**config.mk**
```make
export PLATFORM = sky130hd
export DESIGN_NAME = tcc_timer
export DESIGN_NICKNAME = d
export VERILOG_FILES = /design/src/tcc_pkg.sv /design/src/tcc_prescaler.sv /design/src/tcc_timer.sv
export SDC_FILE = /design/constraint.sdc
export NUM_CORES = 1
export LEC_CHECK = 0
export BUFFER_PORTS_ARGS = -buffer_cell sky130_fd_sc_hd__buf_2
export CORE_ASPECT_RATIO = 1.1
export CORE_MARGIN = 4
export CORE_UTILIZATION = 40
export DETAILED_ROUTE_END_ITERATION = 12
export PLACE_DENSITY_LB_ADDON = 0.05
export SLEW_MARGIN = 20
export SYNTH_ARGS = -nofsm -noshare
export SYNTH_HDL_FRONTEND = slang
export SYNTH_HIERARCHICAL = 1
export SYNTH_SLANG_ARGS = --single-unit
```
**constraint.sdc**
```tcl
create_clock -name i_clk -period 2.9 [get_ports i_clk]
set_input_delay 0.29 -clock i_clk [delete_from_list [all_inputs] [get_ports i_clk]]
set_output_delay 0.29 -clock i_clk [all_outputs]
set_load 0.01 [all_outputs]
```
**src/tcc_pkg.sv**
```systemverilog
// Constants for the timer clock select, prescaler and counter block.
// Assumes an 8-bit register port with one-cycle read latency.
`default_nettype none

package tcc_pkg;

	// Register port geometry
	localparam int unsigned ADDR_W = 8;
	localparam int unsigned DATA_W = 8;

	// Register offsets
	localparam logic [7:0] OFS_STATUS_CONTROL = 8'h00;
	localparam logic [7:0] OFS_COUNT_HIGH     = 8'h01;
	localparam logic [7:0] OFS_COUNT_LOW      = 8'h02;

	// Field positions inside timer_status_control
	localparam int unsigned PS_LSB  = 0;
	localparam int unsigned PS_W    = 3;
	localparam int unsigned CLK_LSB = 3;
	localparam int unsigned CLK_W   = 2;

	// Reset values
	localparam logic [1:0]  RST_CLK_SEL = 2'h0;
	localparam logic [2:0]  RST_PS_SEL  = 3'h0;
	localparam logic [15:0] RST_COUNT   = 16'h0000;

	// Clock source codes
	localparam logic [1:0] SRC_NONE  = 2'h0;
	localparam logic [1:0] SRC_BUS   = 2'h1;
	localparam logic [1:0] SRC_FIXED = 2'h2;
	localparam logic [1:0] SRC_EXT   = 2'h3;

	// External clock may run at most at bus rate divided by this
	localparam int unsigned EXT_MAX_DIV = 4;

	// Counter and prescaler widths
	localparam int unsigned COUNT_W = 16;
	localparam int unsigned PRE_W   = 7;

	// Coherent readout states
	typedef enum logic [2:0] {
		COH_IDLE      = 3'b001,
		COH_WAIT_LOW  = 3'b010,
		COH_WAIT_HIGH = 3'b100
	} tcc_coh_e;

endpackage

`default_nettype wire

```
**src/tcc_prescaler.sv**
```systemverilog
// Power-of-two prescaler: passes one of every 2^sel source ticks.
// Assumes i_tick is a one-cycle pulse synchronous to i_clk.
`timescale 1ns/1ps
`default_nettype none

module tcc_prescaler
	import tcc_pkg::*;
#(
	parameter int unsigned SEL_W = PS_W,
	parameter int unsigned CNT_W = PRE_W
)
(
	input  wire logic             i_clk,
	input  wire logic             i_rstn,
	input  wire logic             i_tick,
	input  wire logic [SEL_W-1:0] i_sel,
	output logic                  o_pulse
);

	logic [CNT_W-1:0] cnt;
	logic [CNT_W-1:0] mask;

	// Low bits that must all be set for an output pulse
	assign mask = ~({CNT_W{1'b1}} << i_sel);

	// Divide by 1, 2, 4 ... 128
	assign o_pulse = i_tick && ((cnt & mask) == mask);

	////////////////////////////////////////////////////////////////////////
	// Free divider count, advanced only by source ticks
	always_ff @(posedge i_clk)
	begin
		if (!i_rstn)
			cnt <= '0;
		else if (i_tick)
			cnt <= cnt + 1'b1;
	end

	////////////////////////////////////////////////////////////////////////
	// After a pulse the masked count has wrapped to zero
	a_pulse_rate: assert property (@(posedge i_clk) disable iff (!i_rstn)
		o_pulse |=> ((cnt & $past(mask)) == '0))
		else $error("prescaler pulse off its divisor");

endmodule

`default_nettype wire

```
**src/tcc_timer.sv**
```systemverilog
// Timer clock source select, prescaler and 16-bit counter with
// coherent byte readout behind an 8-bit register port.
// Assumes strobes are one cycle, never together; pins synchronous.
//
// Decided for this implementation: the register addresses and the strobed register port.
`timescale 1ns/1ps
`default_nettype none

module tcc_timer
	import tcc_pkg::*;
#(
	parameter int unsigned CW = COUNT_W
)
(
	input  wire logic              i_clk,
	input  wire logic              i_rstn,
	input  wire logic [ADDR_W-1:0] i_addr,
	input  wire logic [DATA_W-1:0] i_wdata,
	input  wire logic              i_wr,
	input  wire logic              i_rd,
	output logic      [DATA_W-1:0] o_rdata,
	input  wire logic              i_fixed_system_clock,
	input  wire logic              i_channel0_pin,
	output logic      [CW-1:0]     o_count,
	output logic                   o_count_tick
);

	////////////////////////////////////////////////////////////////////////
	// Declarations
	logic [CLK_W-1:0] clock_source_select;
	logic [PS_W-1:0]  prescale_select;
	logic [CW-1:0]    count;
	logic [CW-1:0]    hold;
	logic             pin_last;
	logic             pin_rise;
	logic             src_tick;
	logic             pre_pulse;
	logic             sel_ctrl;
	logic             sel_high;
	logic             sel_low;
	logic             wr_ctrl;
	logic             wr_count;
	logic             rd_high;
	logic             rd_low;
	logic             rearm;
	tcc_coh_e         coh;
	tcc_coh_e         next_coh;
	logic [DATA_W-1:0] next_rdata;
	logic [PRE_W:0]   gap;
	logic             gap_valid;

	////////////////////////////////////////////////////////////////////////
	// Address decode
	assign sel_ctrl = (i_addr == OFS_STATUS_CONTROL);
	assign sel_high = (i_addr == OFS_COUNT_HIGH);
	assign sel_low  = (i_addr == OFS_COUNT_LOW);
	assign wr_ctrl  = i_wr && sel_ctrl;
	assign wr_count = i_wr && (sel_high || sel_low);
	assign rd_high  = i_rd && sel_high;
	assign rd_low   = i_rd && sel_low;

	// Any of these writes abandons a half-finished read
	assign rearm = wr_ctrl || wr_count;

	////////////////////////////////////////////////////////////////////////
	// Control register: source and prescale fields
	always_ff @(posedge i_clk)
	begin
		if (!i_rstn)
		begin
			clock_source_select <= RST_CLK_SEL;
			prescale_select     <= RST_PS_SEL;
		end
		else if (wr_ctrl)
		begin
			clock_source_select <= i_wdata[CLK_LSB +: CLK_W];
			prescale_select     <= i_wdata[PS_LSB +: PS_W];
		end
	end

	////////////////////////////////////////////////////////////////////////
	// Channel 0 pin edge finder; the pin is already synchronous.
	// Each high and low phase needs only one bus cycle to be seen, yet
	// the external rate is held to a quarter of the bus rate.
	always_ff @(posedge i_clk)
	begin
		if (!i_rstn)
			pin_last <= 1'b0;
		else
			pin_last <= i_channel0_pin;
	end

	assign pin_rise = i_channel0_pin && !pin_last;

	////////////////////////////////////////////////////////////////////////
	// Clock source multiplexer
	always_comb
	begin
		case (clock_source_select)
			SRC_NONE:  src_tick = 1'b0;
			SRC_BUS:   src_tick = 1'b1;
			SRC_FIXED: src_tick = i_fixed_system_clock;
			SRC_EXT:   src_tick = pin_rise;
			default:   src_tick = 1'b0;
		endcase
	end

	////////////////////////////////////////////////////////////////////////
	// Prescaler
	tcc_prescaler #(
		.SEL_W (PS_W),
		.CNT_W (PRE_W)
	) u_prescaler (
		.i_clk   (i_clk),
		.i_rstn  (i_rstn),
		.i_tick  (src_tick),
		.i_sel   (prescale_select),
		.o_pulse (pre_pulse)
	);

	////////////////////////////////////////////////////////////////////////
	// Main counter
	always_ff @(posedge i_clk)
	begin
		if (!i_rstn)
			count <= RST_COUNT[CW-1:0];
		else if (pre_pulse)
			count <= count + 1'b1;
	end

	assign o_count      = count;
	assign o_count_tick = pre_pulse;

	////////////////////////////////////////////////////////////////////////
	// Cycles since the last prescaler pulse, for the spacing check;
	// a control write restarts it because the first pulse may be early.
	always_ff @(posedge i_clk)
	begin
		if (!i_rstn || wr_ctrl)
		begin
			gap       <= '0;
			gap_valid <= 1'b0;
		end
		else if (pre_pulse)
		begin
			gap       <= '0;
			gap_valid <= 1'b1;
		end
		else if (gap != '1)
			gap <= gap + 1'b1;
	end

	////////////////////////////////////////////////////////////////////////
	// Coherent readout state
	always_comb
	begin
		next_coh = coh;
		case (coh)
			COH_IDLE:
			begin
				if (rd_high)
					next_coh = COH_WAIT_LOW;
				else if (rd_low)
					next_coh = COH_WAIT_HIGH;
			end
			COH_WAIT_LOW:
			begin
				if (rd_low)
					next_coh = COH_IDLE;
			end
			COH_WAIT_HIGH:
			begin
				if (rd_high)
					next_coh = COH_IDLE;
			end
			default:
				next_coh = COH_IDLE;
		endcase
		if (rearm)
			next_coh = COH_IDLE;
	end

	always_ff @(posedge i_clk)
	begin
		if (!i_rstn)
			coh <= COH_IDLE;
		else
			coh <= next_coh;
	end

	////////////////////////////////////////////////////////////////////////
	// Buffer both bytes on the first read of a pair
	always_ff @(posedge i_clk)
	begin
		if (!i_rstn)
			hold <= RST_COUNT[CW-1:0];
		else if ((coh == COH_IDLE) && (rd_high || rd_low))
			hold <= count;
	end

	////////////////////////////////////////////////////////////////////////
	// Read data mux; unmapped offsets read zero
	always_comb
	begin
		next_rdata = '0;
		if (sel_ctrl)
		begin
			next_rdata[CLK_LSB +: CLK_W] = clock_source_select;
			next_rdata[PS_LSB +: PS_W]   = prescale_select;
		end
		else if (sel_high)
			next_rdata = (coh == COH_IDLE) ? count[15:8] : hold[15:8];
		else if (sel_low)
			next_rdata = (coh == COH_IDLE) ? count[7:0] : hold[7:0];
	end

	// Read data stand for exactly the cycle after the strobe
	always_ff @(posedge i_clk)
	begin
		if (!i_rstn)
			o_rdata <= '0;
		else if (i_rd)
			o_rdata <= next_rdata;
		else
			o_rdata <= '0;
	end

	////////////////////////////////////////////////////////////////////////
	// Checks on source selection

	a_disabled_hold: assert property (@(posedge i_clk) disable iff (!i_rstn)
		(clock_source_select == SRC_NONE) |=> $stable(count))
		else $error("counter moved while disabled");

	a_bus_source: assert property (@(posedge i_clk) disable iff (!i_rstn)
		(clock_source_select == SRC_BUS) |-> src_tick)
		else $error("bus source missed a tick");

	a_fixed_source: assert property (@(posedge i_clk) disable iff (!i_rstn)
		(clock_source_select == SRC_FIXED) |-> (src_tick == i_fixed_system_clock))
		else $error("fixed source not followed");

	a_ext_source: assert property (@(posedge i_clk) disable iff (!i_rstn)
		(clock_source_select == SRC_EXT) |-> (src_tick == pin_rise))
		else $error("external source not followed");

	a_div_one: assert property (@(posedge i_clk) disable iff (!i_rstn)
		(clock_source_select == SRC_BUS && prescale_select == 3'h0)
		|=> (count == $past(count) + 16'h0001))
		else $error("divide by one did not step every cycle");

	////////////////////////////////////////////////////////////////////////
	// Checks on counter and readout

	a_count_step: assert property (@(posedge i_clk) disable iff (!i_rstn)
		pre_pulse |=> (count == $past(count) + 16'h0001))
		else $error("counter did not step on pulse");

	a_reset_zero: assert property (@(posedge i_clk)
		!i_rstn |=> (count == 16'h0000 && coh == COH_IDLE))
		else $error("reset did not clear counter");

	a_first_read: assert property (@(posedge i_clk) disable iff (!i_rstn)
		(rd_high && coh == COH_IDLE)
		|=> (o_rdata == $past(count[15:8]) && coh == COH_WAIT_LOW && hold == $past(count)))
		else $error("first high read wrong");

	a_pair_read: assert property (@(posedge i_clk) disable iff (!i_rstn)
		(rd_low && coh == COH_WAIT_LOW)
		|=> (o_rdata == $past(hold[7:0]) && coh == COH_IDLE))
		else $error("buffered low byte wrong");

	a_rearm_write: assert property (@(posedge i_clk) disable iff (!i_rstn)
		rearm |=> (coh == COH_IDLE))
		else $error("write did not rearm readout");

	////////////////////////////////////////////////////////////////////////
	// Checks on pairing, read data and pulse spacing

	a_first_low: assert property (@(posedge i_clk) disable iff (!i_rstn)
		(rd_low && coh == COH_IDLE)
		|=> (o_rdata == $past(count[7:0]) && coh == COH_WAIT_HIGH && hold == $past(count)))
		else $error("first low read wrong");

	a_pair_high: assert property (@(posedge i_clk) disable iff (!i_rstn)
		(rd_high && coh == COH_WAIT_HIGH)
		|=> (o_rdata == $past(hold[15:8]) && coh == COH_IDLE))
		else $error("buffered high byte wrong");

	a_high_reread: assert property (@(posedge i_clk) disable iff (!i_rstn)
		(rd_high && coh == COH_WAIT_LOW)
		|=> (o_rdata == $past(hold[15:8]) && coh == COH_WAIT_LOW))
		else $error("high reread left the buffer");

	a_low_reread: assert property (@(posedge i_clk) disable iff (!i_rstn)
		(rd_low && coh == COH_WAIT_HIGH)
		|=> (o_rdata == $past(hold[7:0]) && coh == COH_WAIT_HIGH))
		else $error("low reread left the buffer");

	a_hold_steady: assert property (@(posedge i_clk) disable iff (!i_rstn)
		(coh != COH_IDLE) |=> $stable(hold))
		else $error("buffer changed during a pair");

	a_rdata_one: assert property (@(posedge i_clk) disable iff (!i_rstn)
		!i_rd |=> (o_rdata == 8'h00))
		else $error("read data outlived its cycle");

	a_no_pulse_hold: assert property (@(posedge i_clk) disable iff (!i_rstn)
		!pre_pulse |=> $stable(count))
		else $error("counter moved without a pulse");

	a_count_readonly: assert property (@(posedge i_clk) disable iff (!i_rstn)
		(wr_count && !pre_pulse) |=> $stable(count))
		else $error("counter byte write changed the count");

	a_disabled_quiet: assert property (@(posedge i_clk) disable iff (!i_rstn)
		(clock_source_select == SRC_NONE) |-> !pre_pulse)
		else $error("prescaler pulsed while disabled");

	a_ext_level: assert property (@(posedge i_clk) disable iff (!i_rstn)
		(clock_source_select == SRC_EXT && pin_last) |-> !src_tick)
		else $error("external source ticked on a level");

	a_reset_rearm: assert property (@(posedge i_clk)
		!i_rstn |=> (coh == COH_IDLE && hold == 16'h0000 && o_rdata == 8'h00))
		else $error("reset left the readout armed");

	// Steady bus source: pulses exactly one divisor apart
	a_bus_spacing: assert property (@(posedge i_clk) disable iff (!i_rstn)
		(clock_source_select == SRC_BUS && pre_pulse && gap_valid)
		|-> ((gap + 1'b1) == ({{PRE_W{1'b0}}, 1'b1} << prescale_select)))
		else $error("bus source pulse spacing wrong");

endmodule

`default_nettype wire

```
==> reports/qor.csv <==
stage,metric,value,unit
setup_path,cp-end-kind,flip-flop,
clocking,ctsHoldBuffers,0,
sta,skew,0.01095,ns
clocking,cts_tree,yes,
global_routing,grt_pass1_vias,2118,
setup_path,cp.depth,8,
synthesis,synth_xor_area_frac,0.05331,
floorplanning,die_area,0.007935,mm^2
final_layout,fillers,613,
clocking,cts_root_buf,clkbuf_8,
synthesis,ys_warn_count,6,
synthesis,synthSimpleGateAreaFrac,0.2627,
floorplanning,core-area,0.006269,mm^2
sta,finalSetupViolCount,0,
setup_path,reg2reg_from,clock_source_select[1],
min_path,hold_depth,2,
synthesis,synthAdderAreaFrac,0.009519,
route,ant_nets,0,
route,first_iter_violations,103,
setup_path,worst_ep_arrival_time,2.55,ns
synthesis,synth_cell_type_count,45,
run_status,status,"finished, final reports clean",
floorplanning,pin_count,47,
floorplanning,die_w,85.30,um
final_layout,nets,365,
synthesis,synth_top_family_by_area,simple AND/OR/NAND/NOR gates,
min_path,hp-class,in2reg,
sta,period_share,0.8053,
synthesis,ys_seq_area_frac,0.4265,
clocking,path_clk_slew,0.11,ns
global_routing,grt_max_degree,36,
synthesis,synth_mux_area_frac,0.09519,
placement,postPlaceCellArea,0.002914,mm^2
setup_path,slowest_delay,0.49,ns
power_and_ir_drop,ir_drop,0.2388,mV
setup_path,crit_fanout,5,
final_layout,layout-drive-gt1-share,0.2018,
power_and_ir_drop,swShare,0.2228,
route,routedWlPerCell,14.74,um
sta,fmax,428.2,MHz
min_path,hold_path_end,pin_last,
floorplanning,placementRows,30,
final_layout,area_growth,15.09,%
power_and_ir_drop,p_switching,0.3009,mW
synthesis,syn_area,0.002629,mm^2
min_path,hp-start,i_channel0_pin,
route,drc,0,
route,vias_per_cell,5.213,
global_routing,grt.overflow.total,0,
setup_path,path_buf_inv,0,
final_layout,fin_util,0.4826,
sta,finalSetupTns,0,ns
route,routed_wl,6219,um
global_routing,grt_use_total,0.1646,
floorplanning,die_h,93.03,um
sta,tightest_slew,0.6282,ns
synthesis,syn_nets,324,
clocking,cts_resized,0,
setup_path,cp_slowest_cell,nor4_2,
final_layout,diodes,0,
placement,place.gp.congestion,0.7454,
flow_run,max_cap_violations,0,
clocking,cts_buffers,5,
synthesis,avgSynthCellArea,8.763,um^2
placement,port_buffers,43,
clocking,ctsHtreeMaxLevel,2,
floorplanning,floorplan.initialDensity,0.4194,
final_layout,design_area,0.003025,mm^2
setup_path,r2r_end,o_count[15],
power_and_ir_drop,p_leak,1.322,nW
synthesis,synth_compound_area_frac,0.1214,
synthesis,synth-seq-cells,56,
power_and_ir_drop,power_density,446.4,mW/mm^2
power_and_ir_drop,pwr-share-seq,0.570,
setup_path,crit_chain,a21oi_1 > a31oi_1 > nand4_1 > a21oi_1 > nand4_1 > nor4_2 > nand3_1 > mux2i_1,
setup_path,worstPathRequired,3.12,ns
power_and_ir_drop,p_clk_frac,0.390,
setup_path,r2r_cells,8,
route,via_count,2200,
sta,relSlewSlack,0.5812,
setup_path,worst-r2r-setup-slack,0.56,ns
setup_path,critPathLaunchType,flip-flop,
synthesis,syn_inst,300,
sta,period_minus_slack,2.335,ns
power_and_ir_drop,p_comb_frac,0.040,
clocking,post_cts_buffers,0,
clocking,cts_sinks,56,
power_and_ir_drop,intPower,1.050,mW
sta,slew_viol_final,0,
setup_path,crit_family,simple AND/OR/NAND/NOR gates,
route,drtPass1Iterations,4,
sta,grt_setup_unrepaired,false,
global_routing,antenna_found_initial,0,
clocking,cts_buffer_depth,2,
setup_path,setup.worst_path.class,reg2reg,
sta,fin_ws,0.5645,ns
placement,dp_hpwl,4492,um
sta,finalHoldViolCount,0,
placement,dpl_worst_slack,0.5229,ns
global_routing,grt_pass1_wl,10450,um
clocking,worstSkewPairLatency,0.31,ns
==> metal layers <==
layer,global-route usage,share of wire,up-vias
li1,-,-,1129
met1,0.2177,0.48,1027
met4,0.05937,0.013,0
met2,0.2630,0.47,38
met5,0,0,-
met3,0.03612,0.036,6
==> layout by cell type, fill, tap and decap left out, drive strengths merged, types with 7 or more instances in the layout <==
cell / netlist / routed
a21oi: 18 / 18
and2: 7 / 7
buf: 6 / 48
dfxtp: 56 / 56
mux2i: 25 / 25
nand2: 48 / 48
nand3: 8 / 8
nand4: 10 / 10
nor2: 37 / 37
xnor2: 8 / 8
xor2: 8 / 8
==> layout make-up <==
cell class / count / area (um^2) / area share
clock buffers: 6 / 72.57 / 0.02399
clock inverters: 2 / 38.79 / 0.01282
inverters: 4 / 15.01 / 0.004963
multi-input cells: 226 / 1425 / 0.4711
flip-flops and latches: 56 / 1121 / 0.3706
well taps: 80 / 100.1 / 0.03309
repair buffers: 48 / 252.7 / 0.08354
==> cell usage after synthesis, drive strengths merged <==
library cell / instances / area (um^2)
nand2: 48 / 182.7
nand4: 10 / 68.81
or3b: 1 / 8.760
a41o: 1 / 10.01
buf: 6 / 36.28
o221ai: 1 / 8.760
nor2b: 4 / 25.02
a31oi: 6 / 37.54
nor3b: 3 / 33.78
xor2: 8 / 70.07
o21a: 3 / 22.52
a2111oi: 1 / 15.01
nor2: 37 / 138.9
mux2i: 25 / 250.2
nor3: 2 / 10.01
and2: 7 / 43.79
dfxtp: 56 / 1121
o31ai: 2 / 15.01
clkinv: 1 / 3.750
or4: 2 / 15.01
or3: 2 / 12.51
and3: 4 / 26.28
nand3: 8 / 40.04
and4: 2 / 20.02
a21boi: 1 / 7.510
nand2b: 5 / 31.28
o21ai: 5 / 25.02
a221oi: 1 / 15.01
ha: 2 / 25.02
a21oi: 18 / 90.09
a41oi: 1 / 8.760
clkbuf: 8 / 31.28
o221a: 5 / 56.30
a21o: 1 / 7.510
xnor2: 8 / 70.07
nor4: 2 / 33.78
inv: 3 / 11.26
==> worst max-delay path by stage <==
stage | slack [ns] | start | end
after detailed placement | 0.52 | i_channel0_pin | o_count[15]
after floorplan | 0.49 | pin_last | o_count[14]
after global placement | 0.55 | i_channel0_pin | o_count[15]
after CTS | 0.51 | clock_source_select[1] | o_count[15]
after global routing | 0.28 | clock_source_select[1] | o_count[13]
final | 0.56 | clock_source_select[1] | o_count[15]
==> flip-flops by register name, indices dropped and copies added, names as in the netlist <==
register / count
prescale_select: 3
pin_last: 1
coh: 3
o_count: 16
hold: 16
o_rdata: 8
u_prescaler/cnt: 7
clock_source_select: 2
==> stage by stage <==
| step | hold WS (ns) | std cells | total power [mW] |
|---|---|---|---|
| floorplan | 0.4117 | 300 | 0.8149 |
| global placement | 0.4727 | 414 | 0.8412 |
| detailed placement | 0.4812 | 414 | 0.8416 |
| CTS | 0.2044 | 422 | 1.372 |
| global route | 0.2060 | 422 | 1.409 |
| finish | 0.2092 | 422 | 1.351 |
==> cells by family (layout without fill, tap and decap cells) <==
family	count (synthesis)	in the layout
DFF	56	56
muxes	25	25
and+or+nand+nor	137	137
xor gates and xnor gates	16	16
buffers and inverters	18	60
AOI/OAI and AO/OA	46	46
adders and majority gates	2	2
==> power groups by stage <==
stage / Combinational [mW] / Clock (mW) / Sequential [mW]
final: 0.0534 / 0.527 / 0.770
after global routing: 0.0584 / 0.580 / 0.771
after CTS: 0.0540 / 0.548 / 0.770
after detailed placement: 0.0537 / 0 / 0.788
after global placement: 0.0535 / 0 / 0.788
after floorplan: 0.0272 / 0 / 0.788
Note: power is estimated with default switching activity, not from simulation.
